`src/fpt_pkg.sv`:
```
// Package of constants and types for the fast PWM timer core.
package fpt_pkg;
	localparam int CNT_W = 10;
	localparam int ADDR_W = 4;
	// Register offsets.
	localparam logic [3:0] REG_CTRL_A = 4'h0;
	localparam logic [3:0] REG_CTRL_B = 4'h1;
	localparam logic [3:0] REG_CTRL_C = 4'h2;
	localparam logic [3:0] REG_PLL = 4'h3;
	localparam logic [3:0] REG_COUNT = 4'h4;
	localparam logic [3:0] REG_CMP_A = 4'h5;
	localparam logic [3:0] REG_CMP_B = 4'h6;
	localparam logic [3:0] REG_TOP = 4'h7;
	localparam logic [3:0] REG_CMP_D = 4'h8;
	localparam logic [3:0] REG_FLAGS = 4'h9;
	localparam logic [3:0] REG_DEADTIME = 4'hA;
	localparam logic [3:0] REG_FORCE = 4'hB;
	// Control B field positions.
	localparam int CB_CS_LSB = 0;
	localparam int CB_PSR_BIT = 4;
	localparam int CB_DTPS_LSB = 5;
	// Control A field positions.
	localparam int CA_PWMA_BIT = 0;
	localparam int CA_PWMB_BIT = 1;
	localparam int CA_WGM_LSB = 2;
	localparam int CA_INV_BIT = 4;
	// Control C: output mode fields, two bits per channel A, B, D.
	localparam int CC_COM_LSB = 0;
	// PLL register bits.
	localparam int PL_ACLK_BIT = 0;
	localparam int PL_LSM_BIT = 1;
	localparam int PL_LOCK_BIT = 2;
	// Flag register bits.
	localparam int FL_OVF_BIT = 0;
	localparam int FL_MA_BIT = 1;
	// Reset values.
	localparam logic [CNT_W-1:0] TOP_RESET = 10'h0FF;
	localparam logic [7:0] DT_RESET = 8'h00;
	// Fast clock rates in MHz.
	localparam int FAST_MHZ = 64;
	localparam int SLOW_MHZ = 32;
	localparam int PRE_W = 14;
	localparam logic [1:0] COM_COMPL = 2'h1;
	localparam logic [1:0] COM_TOGGLE = 2'h1;
	localparam logic [1:0] COM_CLEAR = 2'h2;
	localparam logic [1:0] COM_SET = 2'h3;
	typedef enum logic [1:0] {
		FPT_FAST = 2'b00,
		FPT_PFC = 2'b01,
		FPT_WGM2 = 2'b10,
		FPT_WGM3 = 2'b11
	} fpt_wgm_t;
	typedef struct packed {
		logic [ADDR_W-1:0] addr;
		logic [7:0] wdata;
		logic wr;
		logic rd;
	} fpt_bus_t;
endpackage

```
`src/fpt_deadtime.sv`:
```
// Dead time generator for one complementary output pair.
`timescale 1ns/1ps
module fpt_deadtime (
	input wire logic mclk, // System clock.
	input wire logic reset, // Synchronous reset, active high.
	input wire logic tick, // Timer tick.
	input wire logic dt_tick, // Prescaled dead time tick.
	input wire logic wave, // Waveform output.
	input wire logic compl_en, // Complementary mode with dead time.
	input wire logic invert, // Invert both outputs, only while compl_en is set.
	input wire logic [3:0] rise_cnt, // Dead time before the true output rises.
	input wire logic [3:0] fall_cnt, // Dead time before the inverse rises.
	output logic out_p_q, // True compare output.
	output logic out_n_q // Inverse compare output.
);
	logic wave_q;
	logic [3:0] cnt_q;
	logic p_raw, n_raw;
	// Edge detection and the delayed copy run on the timer tick.
	always_ff @(posedge mclk) begin
		if (reset) begin
			wave_q <= 1'b0;
		end else if (tick) begin
			wave_q <= wave;
		end
	end
	always_ff @(posedge mclk) begin
		if (reset) begin
			cnt_q <= 4'h0;
		end else if (tick && wave != wave_q) begin
			cnt_q <= wave ? rise_cnt : fall_cnt;
		end else if (dt_tick && cnt_q != 4'h0) begin
			cnt_q <= cnt_q - 4'h1;
		end
	end
	always_comb begin
		if (compl_en) begin
			// Only the rising side is held back until the counter is zero.
			p_raw = wave_q && cnt_q == 4'h0 && wave == wave_q;
			n_raw = !wave_q && cnt_q == 4'h0 && wave == wave_q;
		end else begin
			p_raw = wave_q;
			n_raw = 1'b0;
		end
	end
	always_ff @(posedge mclk) begin
		if (reset) begin
			out_p_q <= 1'b0;
			out_n_q <= 1'b0;
		end else begin
			out_p_q <= p_raw ^ (invert & compl_en);
			out_n_q <= n_raw ^ (invert & compl_en);
		end
	end
endmodule // fpt_deadtime

```
`src/fpt_timer.sv`:
```
// Fast PWM timer core: prescaler, counter, compare units, dead time.
// What this block does
// - Async clock enable picks the fast peripheral clock, else system timebase.
// - Prescaler offers undivided to divide by 16384, plus stopped.
// - Fast peripheral clock is 64 MHz, 32 MHz with low speed select.
// - Writing one to the prescaler reset bit restarts the prescaler.
// - Each tick clears, increments or decrements the counter per mode.
// - Clock select zero stops counting; counter stays readable and writable.
// - A CPU counter write beats any count in the same cycle.
// - Mode field and PWM enables pick counting; overflow flag set per mode.
// - Equality with A, B or D sets that match flag next tick.
// - Match flags clear on service or by writing one.
// - PWM modes buffer compare values, updated at top or bottom.
// - Compare reads return the most recently written value.
// - Force strobe acts on the waveform output only, in non-PWM modes.
// - A counter write blocks compare matches in the next tick.
// - Waveforms keep their level when the mode changes.
// - Output mode bits act at once, unbuffered.
// - Three dead time generators make complementary pairs in PWM modes with output mode 01.
// - Dead time prescaler divides the source by 1, 2, 4 or 8.
// - Edges load rise or fall nibble; rising side waits for zero.
// - Outputs lag the waveform by at least one tick; complementary turn-off lags by one clock.
// - Inversion bit inverts both outputs in complementary mode only, high during dead time.
`timescale 1ns/1ps
module fpt_timer #(
	parameter int CW = fpt_pkg::CNT_W
) (
	input wire logic mclk, // System clock, 200 MHz.
	input wire logic reset, // Synchronous reset, active high.
	input wire logic fast_peripheral_clock, // PLL clock pin, sampled.
	input wire logic pll_lock_flag, // PLL lock status pin.
	input wire logic int_ack_ovf, // Overflow interrupt serviced.
	input wire logic [2:0] int_ack_match, // Match interrupts serviced A, B, D.
	input wire fpt_pkg::fpt_bus_t bus, // Register request.
	output logic [7:0] rdata_q, // Read data, one cycle after the strobe.
	output logic [2:0] out_p_q, // True compare outputs A, B, D.
	output logic [2:0] out_n_q, // Inverse compare outputs A, B, D.
	output logic [3:0] flags_q // Overflow and match flags.
);
	import fpt_pkg::*;

	logic [7:0] ctrl_a_q, ctrl_b_q, ctrl_c_q, dt_q;
	logic async_clock_enable_q, low_speed_select_q;
	logic [CW-1:0] count_q;
	logic [CW-1:0] buf_q [4];
	logic [CW-1:0] work_q [4];
	logic [2:0] pend_q;
	logic [2:0] wave_q;
	logic [2:0] match_flag_q;
	logic overflow_flag_q;
	logic dir_down_q;
	logic block_q;
	logic [2:0] pck_s;
	logic lsm_div_q;
	logic [PRE_W-1:0] pre_q;
	logic [2:0] dtp_q;
	logic src_tick, tick, dt_tick, pwm_on, cnt_wr, at_top, at_bot;
	logic [3:0] cs;
	logic [2:0] chan_match;
	logic [2:0] force_wr;
	fpt_wgm_t wgm;

	assign cs = ctrl_b_q[CB_CS_LSB +: 4];
	assign wgm = fpt_wgm_t'(ctrl_a_q[CA_WGM_LSB +: 2]);
	assign pwm_on = ctrl_a_q[CA_PWMA_BIT] | ctrl_a_q[CA_PWMB_BIT];
	assign cnt_wr = bus.wr && bus.addr == REG_COUNT;
	assign at_top = count_q == work_q[2];
	assign at_bot = count_q == '0;
	assign force_wr = (bus.wr && bus.addr == REG_FORCE) ? bus.wdata[2:0] : 3'h0;

	// Fast clock pin passes three flops; an edge counts when stage 2 is high and stage 3 still low.
	always_ff @(posedge mclk) begin
		if (reset) begin
			pck_s <= 3'h0;
		end else begin
			pck_s <= {pck_s[1:0], fast_peripheral_clock};
		end
	end

	// Low speed select halves the fast peripheral clock rate.
	always_ff @(posedge mclk) begin
		if (reset) begin
			lsm_div_q <= 1'b0;
		end else if (!low_speed_select_q) begin
			lsm_div_q <= 1'b0;
		end else if (!pck_s[2] && pck_s[1]) begin
			lsm_div_q <= ~lsm_div_q;
		end
	end

	always_comb begin
		if (async_clock_enable_q) begin
			src_tick = !pck_s[2] && pck_s[1] &&
				(!low_speed_select_q || lsm_div_q);
		end else begin
			src_tick = 1'b1;
		end
	end

	// Prescaler counter; the reset bit restarts it.
	always_ff @(posedge mclk) begin
		if (reset) begin
			pre_q <= '0;
		end else if (bus.wr && bus.addr == REG_CTRL_B &&
				bus.wdata[CB_PSR_BIT]) begin
			pre_q <= '0;
		end else if (src_tick) begin
			pre_q <= pre_q + 1'b1;
		end
	end

	// Setting n selects the source divided by 2^(n-1), up to 16384.
	always_comb begin
		if (cs == 4'h0) begin
			tick = 1'b0;
		end else if (cs == 4'h1) begin
			tick = src_tick;
		end else begin
			tick = src_tick &&
				(pre_q & ((PRE_W'(1) << (cs - 4'h1)) - PRE_W'(1))) ==
				((PRE_W'(1) << (cs - 4'h1)) - PRE_W'(1));
		end
	end

	// Dead time prescaler divides the source by 1, 2, 4 or 8.
	always_ff @(posedge mclk) begin
		if (reset) begin
			dtp_q <= 3'h0;
		end else if (src_tick) begin
			dtp_q <= dtp_q + 3'h1;
		end
	end
	always_comb begin
		case (ctrl_b_q[CB_DTPS_LSB +: 2])
			2'h0: dt_tick = src_tick;
			2'h1: dt_tick = src_tick && dtp_q[0];
			2'h2: dt_tick = src_tick && &dtp_q[1:0];
			default: dt_tick = src_tick && &dtp_q;
		endcase
	end

	// Control registers.
	always_ff @(posedge mclk) begin
		if (reset) begin
			ctrl_a_q <= 8'h00;
			ctrl_b_q <= 8'h00;
			ctrl_c_q <= 8'h00;
			dt_q <= DT_RESET;
			async_clock_enable_q <= 1'b0;
			low_speed_select_q <= 1'b0;
		end else if (bus.wr) begin
			case (bus.addr)
				REG_CTRL_A: ctrl_a_q <= bus.wdata;
				REG_CTRL_B: ctrl_b_q <= {bus.wdata[7:5], 1'b0, bus.wdata[3:0]};
				REG_CTRL_C: ctrl_c_q <= bus.wdata;
				REG_DEADTIME: dt_q <= bus.wdata;
				REG_PLL: begin
					async_clock_enable_q <= bus.wdata[PL_ACLK_BIT];
					low_speed_select_q <= bus.wdata[PL_LSM_BIT];
				end
				default: ;
			endcase
		end
	end

	// Counter with direction for the dual slope mode.
	always_ff @(posedge mclk) begin
		if (reset) begin
			count_q <= '0;
			dir_down_q <= 1'b0;
		end else if (cnt_wr) begin
			count_q <= CW'(bus.wdata);
		end else if (tick) begin
			if (pwm_on && wgm == FPT_PFC) begin
				if (dir_down_q) begin
					count_q <= count_q - 1'b1;
					if (count_q == CW'(1)) dir_down_q <= 1'b0;
				end else if (at_top) begin
					count_q <= count_q - 1'b1;
					dir_down_q <= 1'b1;
				end else begin
					count_q <= count_q + 1'b1;
				end
			end else if (at_top) begin
				count_q <= '0;
				dir_down_q <= 1'b0;
			end else begin
				count_q <= count_q + 1'b1;
				dir_down_q <= 1'b0;
			end
		end
	end

	// A counter write blocks matches until the next tick has passed.
	always_ff @(posedge mclk) begin
		if (reset) begin
			block_q <= 1'b0;
		end else if (cnt_wr) begin
			block_q <= 1'b1;
		end else if (tick) begin
			block_q <= 1'b0;
		end
	end

	// Overflow flag: set at bottom per mode; set wins over clear.
	always_ff @(posedge mclk) begin
		if (reset) begin
			overflow_flag_q <= 1'b0;
		end else if (tick && !cnt_wr && (
				(!(pwm_on && wgm == FPT_PFC) && at_top) ||
				(pwm_on && wgm == FPT_PFC && dir_down_q &&
				count_q == CW'(1)))) begin
			overflow_flag_q <= 1'b1;
		end else if (int_ack_ovf || (bus.wr && bus.addr == REG_FLAGS &&
				bus.wdata[FL_OVF_BIT])) begin
			overflow_flag_q <= 1'b0;
		end
	end

	// Compare channels A, B, top, D; index 2 is the top value.
	for (genvar i = 0; i < 4; i++) begin : g_cmp
		logic [3:0] off;
		assign off = REG_CMP_A + 4'(i);
		always_ff @(posedge mclk) begin
			if (reset) begin
				buf_q[i] <= (i == 2) ? TOP_RESET : '0;
				work_q[i] <= (i == 2) ? TOP_RESET : '0;
			end else begin
				if (bus.wr && bus.addr == off) begin
					buf_q[i] <= CW'(bus.wdata);
				end
				if (!pwm_on && bus.wr && bus.addr == off) begin
					work_q[i] <= CW'(bus.wdata);
				end else if (pwm_on && tick && (at_top || at_bot)) begin
					work_q[i] <= buf_q[i];
				end
			end
		end
	end

	// Pending buffered writes, visible for status only.
	always_ff @(posedge mclk) begin
		if (reset) begin
			pend_q <= 3'h0;
		end else if (pwm_on && tick && (at_top || at_bot)) begin
			pend_q <= 3'h0;
		end else if (pwm_on && bus.wr) begin
			pend_q <= pend_q | {bus.addr == REG_CMP_D,
				bus.addr == REG_CMP_B, bus.addr == REG_CMP_A};
		end
	end

	// Match detection, flags and waveform per output channel.
	for (genvar c = 0; c < 3; c++) begin : g_chan
		localparam int WI = (c == 2) ? 3 : c;
		logic [1:0] com;
		assign com = ctrl_c_q[CC_COM_LSB + 2*c +: 2];
		assign chan_match[c] = count_q == work_q[WI] && !block_q;
		always_ff @(posedge mclk) begin
			if (reset) begin
				match_flag_q[c] <= 1'b0;
			end else if (tick && !cnt_wr && chan_match[c]) begin
				match_flag_q[c] <= 1'b1;
			end else if (int_ack_match[c] || (bus.wr &&
					bus.addr == REG_FLAGS && bus.wdata[FL_MA_BIT + c])) begin
				match_flag_q[c] <= 1'b0;
			end
		end
		// Waveform keeps its level across mode changes.
		always_ff @(posedge mclk) begin
			if (reset) begin
				wave_q[c] <= 1'b0;
			end else if (!pwm_on && (force_wr[c] ||
					(tick && chan_match[c]))) begin
				case (com)
					COM_TOGGLE: wave_q[c] <= ~wave_q[c];
					COM_CLEAR: wave_q[c] <= 1'b0;
					COM_SET: wave_q[c] <= 1'b1;
					default: wave_q[c] <= wave_q[c];
				endcase
			end else if (pwm_on && tick && com != 2'h0) begin
				if (chan_match[c]) begin
					wave_q[c] <= (com == COM_SET);
				end else if (at_bot) begin
					wave_q[c] <= (com != COM_SET);
				end
			end
		end
		fpt_deadtime u_dt (
			.mclk(mclk),
			.reset(reset),
			.tick(tick),
			.dt_tick(dt_tick),
			.wave(wave_q[c]),
			.compl_en(pwm_on && com == COM_COMPL),
			.invert(ctrl_a_q[CA_INV_BIT]),
			.rise_cnt(dt_q[7:4]),
			.fall_cnt(dt_q[3:0]),
			.out_p_q(out_p_q[c]),
			.out_n_q(out_n_q[c])
		);
	end

	always_ff @(posedge mclk) begin
		if (reset) begin
			flags_q <= 4'h0;
		end else begin
			flags_q <= {match_flag_q, overflow_flag_q};
		end
	end

	// Read port; compare reads return the buffered value.
	always_ff @(posedge mclk) begin
		if (reset) begin
			rdata_q <= 8'h00;
		end else if (bus.rd) begin
			case (bus.addr)
				REG_CTRL_A: rdata_q <= ctrl_a_q;
				REG_CTRL_B: rdata_q <= ctrl_b_q;
				REG_CTRL_C: rdata_q <= ctrl_c_q;
				REG_PLL: rdata_q <= {5'h00, pll_lock_flag,
					low_speed_select_q, async_clock_enable_q};
				REG_COUNT: rdata_q <= count_q[7:0];
				REG_CMP_A: rdata_q <= buf_q[0][7:0];
				REG_CMP_B: rdata_q <= buf_q[1][7:0];
				REG_TOP: rdata_q <= buf_q[2][7:0];
				REG_CMP_D: rdata_q <= buf_q[3][7:0];
				REG_FLAGS: rdata_q <= {1'b0, pend_q,
					match_flag_q, overflow_flag_q};
				REG_DEADTIME: rdata_q <= dt_q;
				default: rdata_q <= 8'h00;
			endcase
		end else begin
			rdata_q <= 8'h00;
		end
	end
endmodule // fpt_timer

```
`config.mk`:
```
export PLATFORM = sky130hd
export DESIGN_NAME = fpt_timer
export DESIGN_NICKNAME = d
export VERILOG_FILES = /design/src/fpt_pkg.sv /design/src/fpt_deadtime.sv /design/src/fpt_timer.sv
export SDC_FILE = /design/constraint.sdc
export NUM_CORES = 1
export LEC_CHECK = 0
export ABC_CLOCK_PERIOD_IN_PS = 4100
export BUFFER_PORTS_ARGS = -buffer_cell sky130_fd_sc_hd__buf_2
export CAP_MARGIN = 15
export CORE_ASPECT_RATIO = 0.5
export CORE_MARGIN = 2
export CORE_UTILIZATION = 35
export DETAILED_ROUTE_END_ITERATION = 10
export SYNTH_ARGS = -nofsm -noshare
export SYNTH_HDL_FRONTEND = slang
export SYNTH_SLANG_ARGS = --single-unit
```
`constraint.sdc`:
```
create_clock -name mclk -period 4.1 [get_ports mclk]
set_input_delay 0.82 -clock mclk [delete_from_list [all_inputs] [get_ports mclk]]
set_output_delay 0.82 -clock mclk [all_outputs]
set_load 0.005 [all_outputs]
```
==> results by group, run 1 <==
Global route
  • Number of global-route vias before repair: just under 8k
  • Largest net degree at the start of global routing: 49
  • Initial antenna violation count: 0
  • Congestion Overflow GR: 0
  • Total track usage: 0.2087
  • Global-route wire length before repair: roughly 46,000 um

Yosys
  • Gate Count Post-Synth: about 1.1k
  • XOR/XNOR share of the synthesized area: 0.05682
  • Post-Synth Adder-Cell Area: 0.02964
  • Synth cell types: 76
  • Post-Synthesis Net Count: roughly 1.1k
  • Post-Syn Area per Cell: slightly above 9 sq um
  • Largest family of logic cells by synthesized area: simple AND/OR/NAND/NOR gates
  • Compound-Gate Fraction of Synth Area: 0.1837
  • Post-synthesis sequential area ratio: 0.4226
  • Flops & latches, synth: 173
  • Post-synth EDFFs: 64
  • Simple-Gate Fraction of Synth Area: 0.1969
  • Post-synth ARST share: 0
  • Top_reg_cell synth: dfxtp_1
  • Mapped Area: between 9000 and 10,000 sq um
  • YS warnings: 0
  • Mux contribution to synthesized area: 0.05888

Route
  • Vias: roughly 8.3k
  • Remaining DRCs: 0
  • Routed Antenna Nets: 0
  • First DRT Iteration DRCs: around 1k
  • Initial DRT Pass Iterations: 8
  • DR WL/cell: slightly above 20 um
  • Drt total wl: between 30,000 and 40,000 um
  • Via density: roughly 5.7

Outcome
  • Status: completed

Pwr
  • Pwr per Cell Area: ~400 nW/um^2
  • Maximum VDD drop: 0.1866 mV
  • Total power: 4.281 mW
  • Static leakage: approximately 4 nW

Clock network
  • CTS tree: built
  • H-Tree Level Count: 4
  • TritonCTS buffer count: 17
  • Max Buffers Root-to-Sink: 2
  • Clock slew at reported path FFs: approximately 0.07 ns
  • Number of setup buffers added after CTS: 0
  • Number of hold-repair buffers added at the cts stage: 0
  • CTS root buf: clkbuf_16
  • # resized after CTS: 0
  • Clock Sinks: between 150 and 200
  • Latest clock arrival within the worst-skew pair: approximately 0.45 ns

Worst hold path
  • Worst min-delay path class: flip-flop to flip-flop
  • WHS Path Cells: 1
  • Hold_sp: pck_s[0]

Critical path
  • Crit path max fanout: 17
  • Critical path class: flip-flop to flip-flop
  • Crit path launch type: flip-flop
  • Critical path endpoint category: flip-flop
  • Critical Path AT: 3.89 ns
  • Flop2flop setup slack: 0.36 ns
  • Register-to-Register Path Depth: 12
  • WP data required: around 4.3 ns
  • Critical Path Start: ctrl_b_q[3]
  • R2r startpoint: ctrl_b_q[3]

Floorplan
  • Die ar.: a little under 30,000 sq um
  • Die Span X: ~240 um
  • Starting Density: 0.3532
  • Die height: between 100 and 150 um
  • # rows: 43
  • Io pins: 40
  • Core region area: ~27,000 sq um

STA
  • Post-layout min period: between 3 and 4 ns
  • Max Freq: 267.4 MHz
  • Final Hold Vio Count: 0
  • RSZ-0062 raised after global routing: no
  • Max-slew violations: 0
  • Setup tns final: 0 ns
  • Worst slew pin tran: slightly above 1 ns
  • Endpoints failing setup: 0
  • Final worst clock skew: roughly 0.013 ns
  • Period utilization: 0.9120
  • Setup ws final: 0.3607 ns
  • Hold_ws: between 0.4 and 0.5 ns
  • Max_slew headroom: 0.3037

Flow run
  • Max-cap violation count: 0

Final layout
  • N_diodes: 0
  • Net count, final: 1,106
  • Final design utilization: 0.3914
  • Layout cells sized above 1: 0.1136
  • Area grow syn2layout: 10.81%

Placement
  • Pre-CTS WS: around 0.4 ns
  • I/O Buffers: 39
  • DP HPWL: 21,180 um
  • GPL Wtd Cong: ~0.94
## cells by family (layout without fill, tap and decap cells)
logic type | after synthesis | after routing
muxes | 56 | 56
xor gates and xnor gates | 63 | 63
and+or+nand+nor | 386 | 386
AOI/OAI and AO/OA | 246 | 246
adders and majority gates | 23 | 23
buffers and inverters | 115 | 127
DFF | 173 | 173
## routing by layer
metal / up-vias / global-route usage / share of wire
met5: - / 0 / 0
met4: 0 / 0.06445 / 0.021
met3: 45 / 0.04487 / 0.096
met2: 418 / 0.3203 / 0.43
met1: 4028 / 0.2937 / 0.45
li1: 3851 / - / -
## final cells by class
type	count	area, sq um
Clock inverter	14	137.6
Tap cell	382	478.0
Sequential cell	173	4104
Multi-Input combinational cell	774	5107
Timing Repair Buffer	66	395.4
Clock buffer	18	429.2
Fill cell	2728	16730
Inverter	29	108.9
## sequential cells by signal, indices dropped and copies added (netlist names), 4 cells and up
register           flops
pre_q                 14
ctrl_c_q               8
ctrl_b_q               7
dt_q                   8
count_q               10
work_q                32
flags_q                4
buf_q                 32
g_chan.u_dt.cnt_q     12
rdata_q                8
ctrl_a_q               8
## metrics by stage
stage / cells / instance area (sq um)
2_1_floorplan: 1062 / 9711
3_3_place_gp: 1423 / 10190
3_5_place_dp: 1423 / 10190
4_1_cts: 1455 / 10760
5_1_grt: 1456 / 10760
6_report: 1456 / 10760
## worst paths after layout
kind	end
hold reg to reg	pck_s[1]
setup / recovery	work_q[1][0]
setup reg to reg	work_q[1][0]
hold / removal	pck_s[1]
## worst max-delay path: stages, from the launching register on
cell	delay, ns
dfxtp_1	0.51
nor2_1	0.14
nand3b_1	0.11
ha_1	0.40
nand4bb_1	0.19
a211o_1	0.13
o2111ai_1	0.09
or4_1	0.73
o21ai_4	0.28
buf_4	0.28
nand3_1	0.13
o311ai_1	0.17
buf_2	0.27
## power by group
part           internal [mW]  switching [mW]
logic                  0.298           0.410
registers               1.88          0.0793
clock network          0.814           0.803
## synth_stat cells, drive strengths merged, types with 7 or more instances
master | number | area share
dfxtp | 109 | 0.22
nor2 | 107 | 0.041
nand2 | 88 | 0.034
edfxtp | 64 | 0.20
clkbuf | 56 | 0.022
a21oi | 50 | 0.026
mux2i | 47 | 0.048
o21ai | 35 | 0.020
a22o | 33 | 0.030
nor3 | 33 | 0.018
xnor2 | 32 | 0.029
xor2 | 31 | 0.028
buf | 30 | 0.019
inv | 29 | 0.011
nand3 | 29 | 0.015
and2 | 26 | 0.017
ha | 23 | 0.030
and3 | 19 | 0.012
a311oi | 18 | 0.018
nor2b | 17 | 0.011
nand2b | 16 | 0.010
a22oi | 13 | 0.010
a31oi | 13 | 0.0084
mux2 | 9 | 0.010
o22ai | 9 | 0.0058
nand4 | 8 | 0.0052
nor4 | 8 | 0.0052
o22a | 8 | 0.0072
a221oi | 7 | 0.0063
nand3b | 7 | 0.0054
## placed cells by master, fill, tap and decap left out, types with 9 or more instances in the layout
cell type,Yosys,layout
a21oi_1,50,50
a22o_1,33,33
a22oi_1,13,13
a311oi_1,16,16
a31oi_1,13,13
and2_1,26,26
and3_1,19,19
buf_2,12,40
buf_4,10,26
clkbuf_16,0,17
dfxtp_1,109,109
edfxtp_1,64,64
ha_1,23,23
inv_1,29,29
mux2_2,9,9
mux2i_1,47,47
nand2_1,88,88
nand2b_1,16,16
nand3_1,28,28
nor2_1,107,107
nor2b_1,17,17
nor3_1,32,32
o21ai_0,32,32
o22ai_1,9,9
xnor2_1,32,32
xor2_1,31,31
No activity file was read; power rests on OpenSTA's default activity.
==> inputs of run 2 (changes only) <==
- GPL_TIMING_DRIVEN: default -> 0
==> results by group, run 2 (synthesized netlist as in run 1, its figures left out) <==
Outcome
  • Status: completed

STA
  • Max-slew violations: 0
  • Final Hold Vio Count: 0
  • Post-layout min period: just under 4 ns
  • Endpoints failing setup: 0
  • Setup tns final: 0 ns
  • Setup ws final: ~0.19 ns
  • Max_slew headroom: 0.1195
  • Period utilization: 0.9546
  • Final worst clock skew: between 0.01 and 0.015 ns
  • Max Freq: 255.5 MHz
  • Worst slew pin tran: approximately 1.3 ns
  • RSZ-0062 raised after global routing: no

Clock network
  • TritonCTS buffer count: 17
  • CTS root buf: clkbuf_16
  • Clock Sinks: ~170
  • CTS tree: built
  • Clock slew at reported path FFs: about 0.07 ns
  • H-Tree Level Count: 4
  • Number of hold-repair buffers added at the cts stage: 0
  • Latest clock arrival within the worst-skew pair: 0.45 ns
  • Max Buffers Root-to-Sink: 2

Critical path
  • Crit path max fanout: 10
  • Critical path class: flip-flop to flip-flop
  • Top Family by Delay on Critical Path: buffers and inverters
  • Critical Path AT: 4.07 ns
  • CP Cell Sequence: buf_4, buf_4, nor3_4, nand2_1, ha_1, buf_2, nand2_1, a211o_1, o2111ai_1, or4_1, buf_2, o21ai_4, buf_6, buf_6, nand3_2, o311ai_4, buf_6
  • R2r startpoint: ctrl_b_q[2]
  • Critical path endpoint category: flip-flop
  • CP max stage cell: or4_1
  • Worst Path Buf+Inv: 7
  • WP data required: ~4.3 ns
  • CP peak stage delay: 0.62 ns
  • Critical path's most frequent cell: buf_6
  • Crit path launch type: flip-flop
  • Critical Path Start: ctrl_b_q[2]

Floorplan
  • Die Span X: around 240 um
  • Core region area: about 27,000 sq um
  • Die ar.: 29,170 sq um
  • Starting Density: 0.3532
  • # rows: between 40 and 50
  • Die height: 121.8 um
  • Io pins: 40

Route
  • Routed Antenna Nets: 0
  • Via density: between 5 and 6
  • First DRT Iteration DRCs: approximately 1.1k
  • Vias: 8,864
  • DR WL/cell: roughly 23 um
  • Initial DRT Pass Iterations: 5
  • Remaining DRCs: 0
  • Drt total wl: about 35,000 um

Pwr
  • Sequential share of power: 0.453
  • Switch Pwr: between 1 and 1.5 mW
  • Comb power frac: 0.175
  • Pwr per Cell Area: approximately 390 nW/um^2
  • Internal Power: between 3 and 4 mW
  • Maximum VDD drop: approximately 0.26 mV
  • Static leakage: roughly 4 nW
  • Clk pwr share: 0.373
  • Switching share of power: 0.2871

Worst hold path
  • Hold_sp: pck_s[0]
  • Worst min-delay path class: flip-flop to flip-flop

Final layout
  • Multi-input gate area: 5162 sq um
  • Area grow syn2layout: 13.48%
  • N_diodes: 0
  • Net count, final: ~1.2k
  • Most frequent cells in the layout: dfxtp_1, nor2_1, nand2_1, edfxtp_1, clkbuf_1
  • Layout cells sized above 1: 0.1094
  • Sequential cell area: 4104 sq um
  • Fillers: 2,753
  • Design area: 11,020 sq um
  • Largest regs: buf_q x32, work_q x32, pre_q x14
  • Most common cell after layout, fill and taps aside: dfxtp_1

Flow run
  • Max-cap violation count: 0

Global route
  • Initial antenna violation count: 0
  • Global-route wire length before repair: 51,540 um
  • Total track usage: 0.2403
  • Congestion Overflow GR: 0
  • Largest net degree at the start of global routing: 17
  • Number of global-route vias before repair: 8,148

Placement
  • DP Area: approximately 10,000 sq um
  • DP HPWL: roughly 25,000 um
  • GPL Wtd Cong: ~0.98
  • Pre-CTS WS: -0.3743 ns
  • I/O Buffers: 34
-- run 2: cell count changes in the layout (fill, tap and decap cells not counted), sizes merged --
cell           previous run  this run
clkbuf                   18        77
inv                      41        30
clkinv                    2         7
buf                      66        68
bufinv                    0         2
clkdlybuf4s15             0         1
clkinvlp                  0         1
-- run 2: path summary, 6_finish.rpt --
check	endpoint	slack (ns)	cells after the start
setup reg to reg	work_q[1][1]	0.19	17
hold reg to reg	pck_s[1]	0.45	1
setup / recovery	work_q[1][1]	0.19	17
hold / removal	pck_s[1]	0.45	1
-- run 2: power by group through the flow --
stage	registers [mW]	clock network [mW]	logic [mW]
finish	1.95	1.61	0.753
global route	1.96	1.69	0.837
CTS	1.95	1.62	0.740
detailed placement	1.99	0	0.727
global placement	1.99	0	0.709
floorplan	1.96	0	0.543
-- run 2: final cells by class --
cell class,instances,share of cell area
buffer,86,0.03565
clock buffer,21,0.03997
clock inverter,11,0.01067
inverter,29,0.009878
multi-input combinational,774,0.4685
sequential,173,0.3724
tap,382,0.04337
timing repair buffer,39,0.01953
-- run 2: per-stage QoR --
stage                     hold WS [ns]  std cells  total power, mW    util
final                           0.4450       1515            4.312  0.4008
after global routing            0.4647       1515            4.491  0.4008
after CTS                       0.4522       1512            4.307  0.3988
after detailed placement        0.4300       1480            2.716  0.3774
after global placement          0.4250       1478            2.695  0.3768
after floorplan                 0.4138       1062            2.503       -
-- run 2: per-layer routing --
layer | GRT usage | part of all wire
met5 | 0 | 0
met1 | 0.3463 | 0.46
met2 | 0.3487 | 0.42
met4 | 0.09844 | 0.034
met3 | 0.04985 | 0.085
-- run 2: what timing repair did --
item | 4_1_cts | 5_1_grt
buffers inserted | 0 | 2
endpoints found under the setup margin | 23 | 17
resized for setup | 9 | 9
pin swaps | 0 | 2
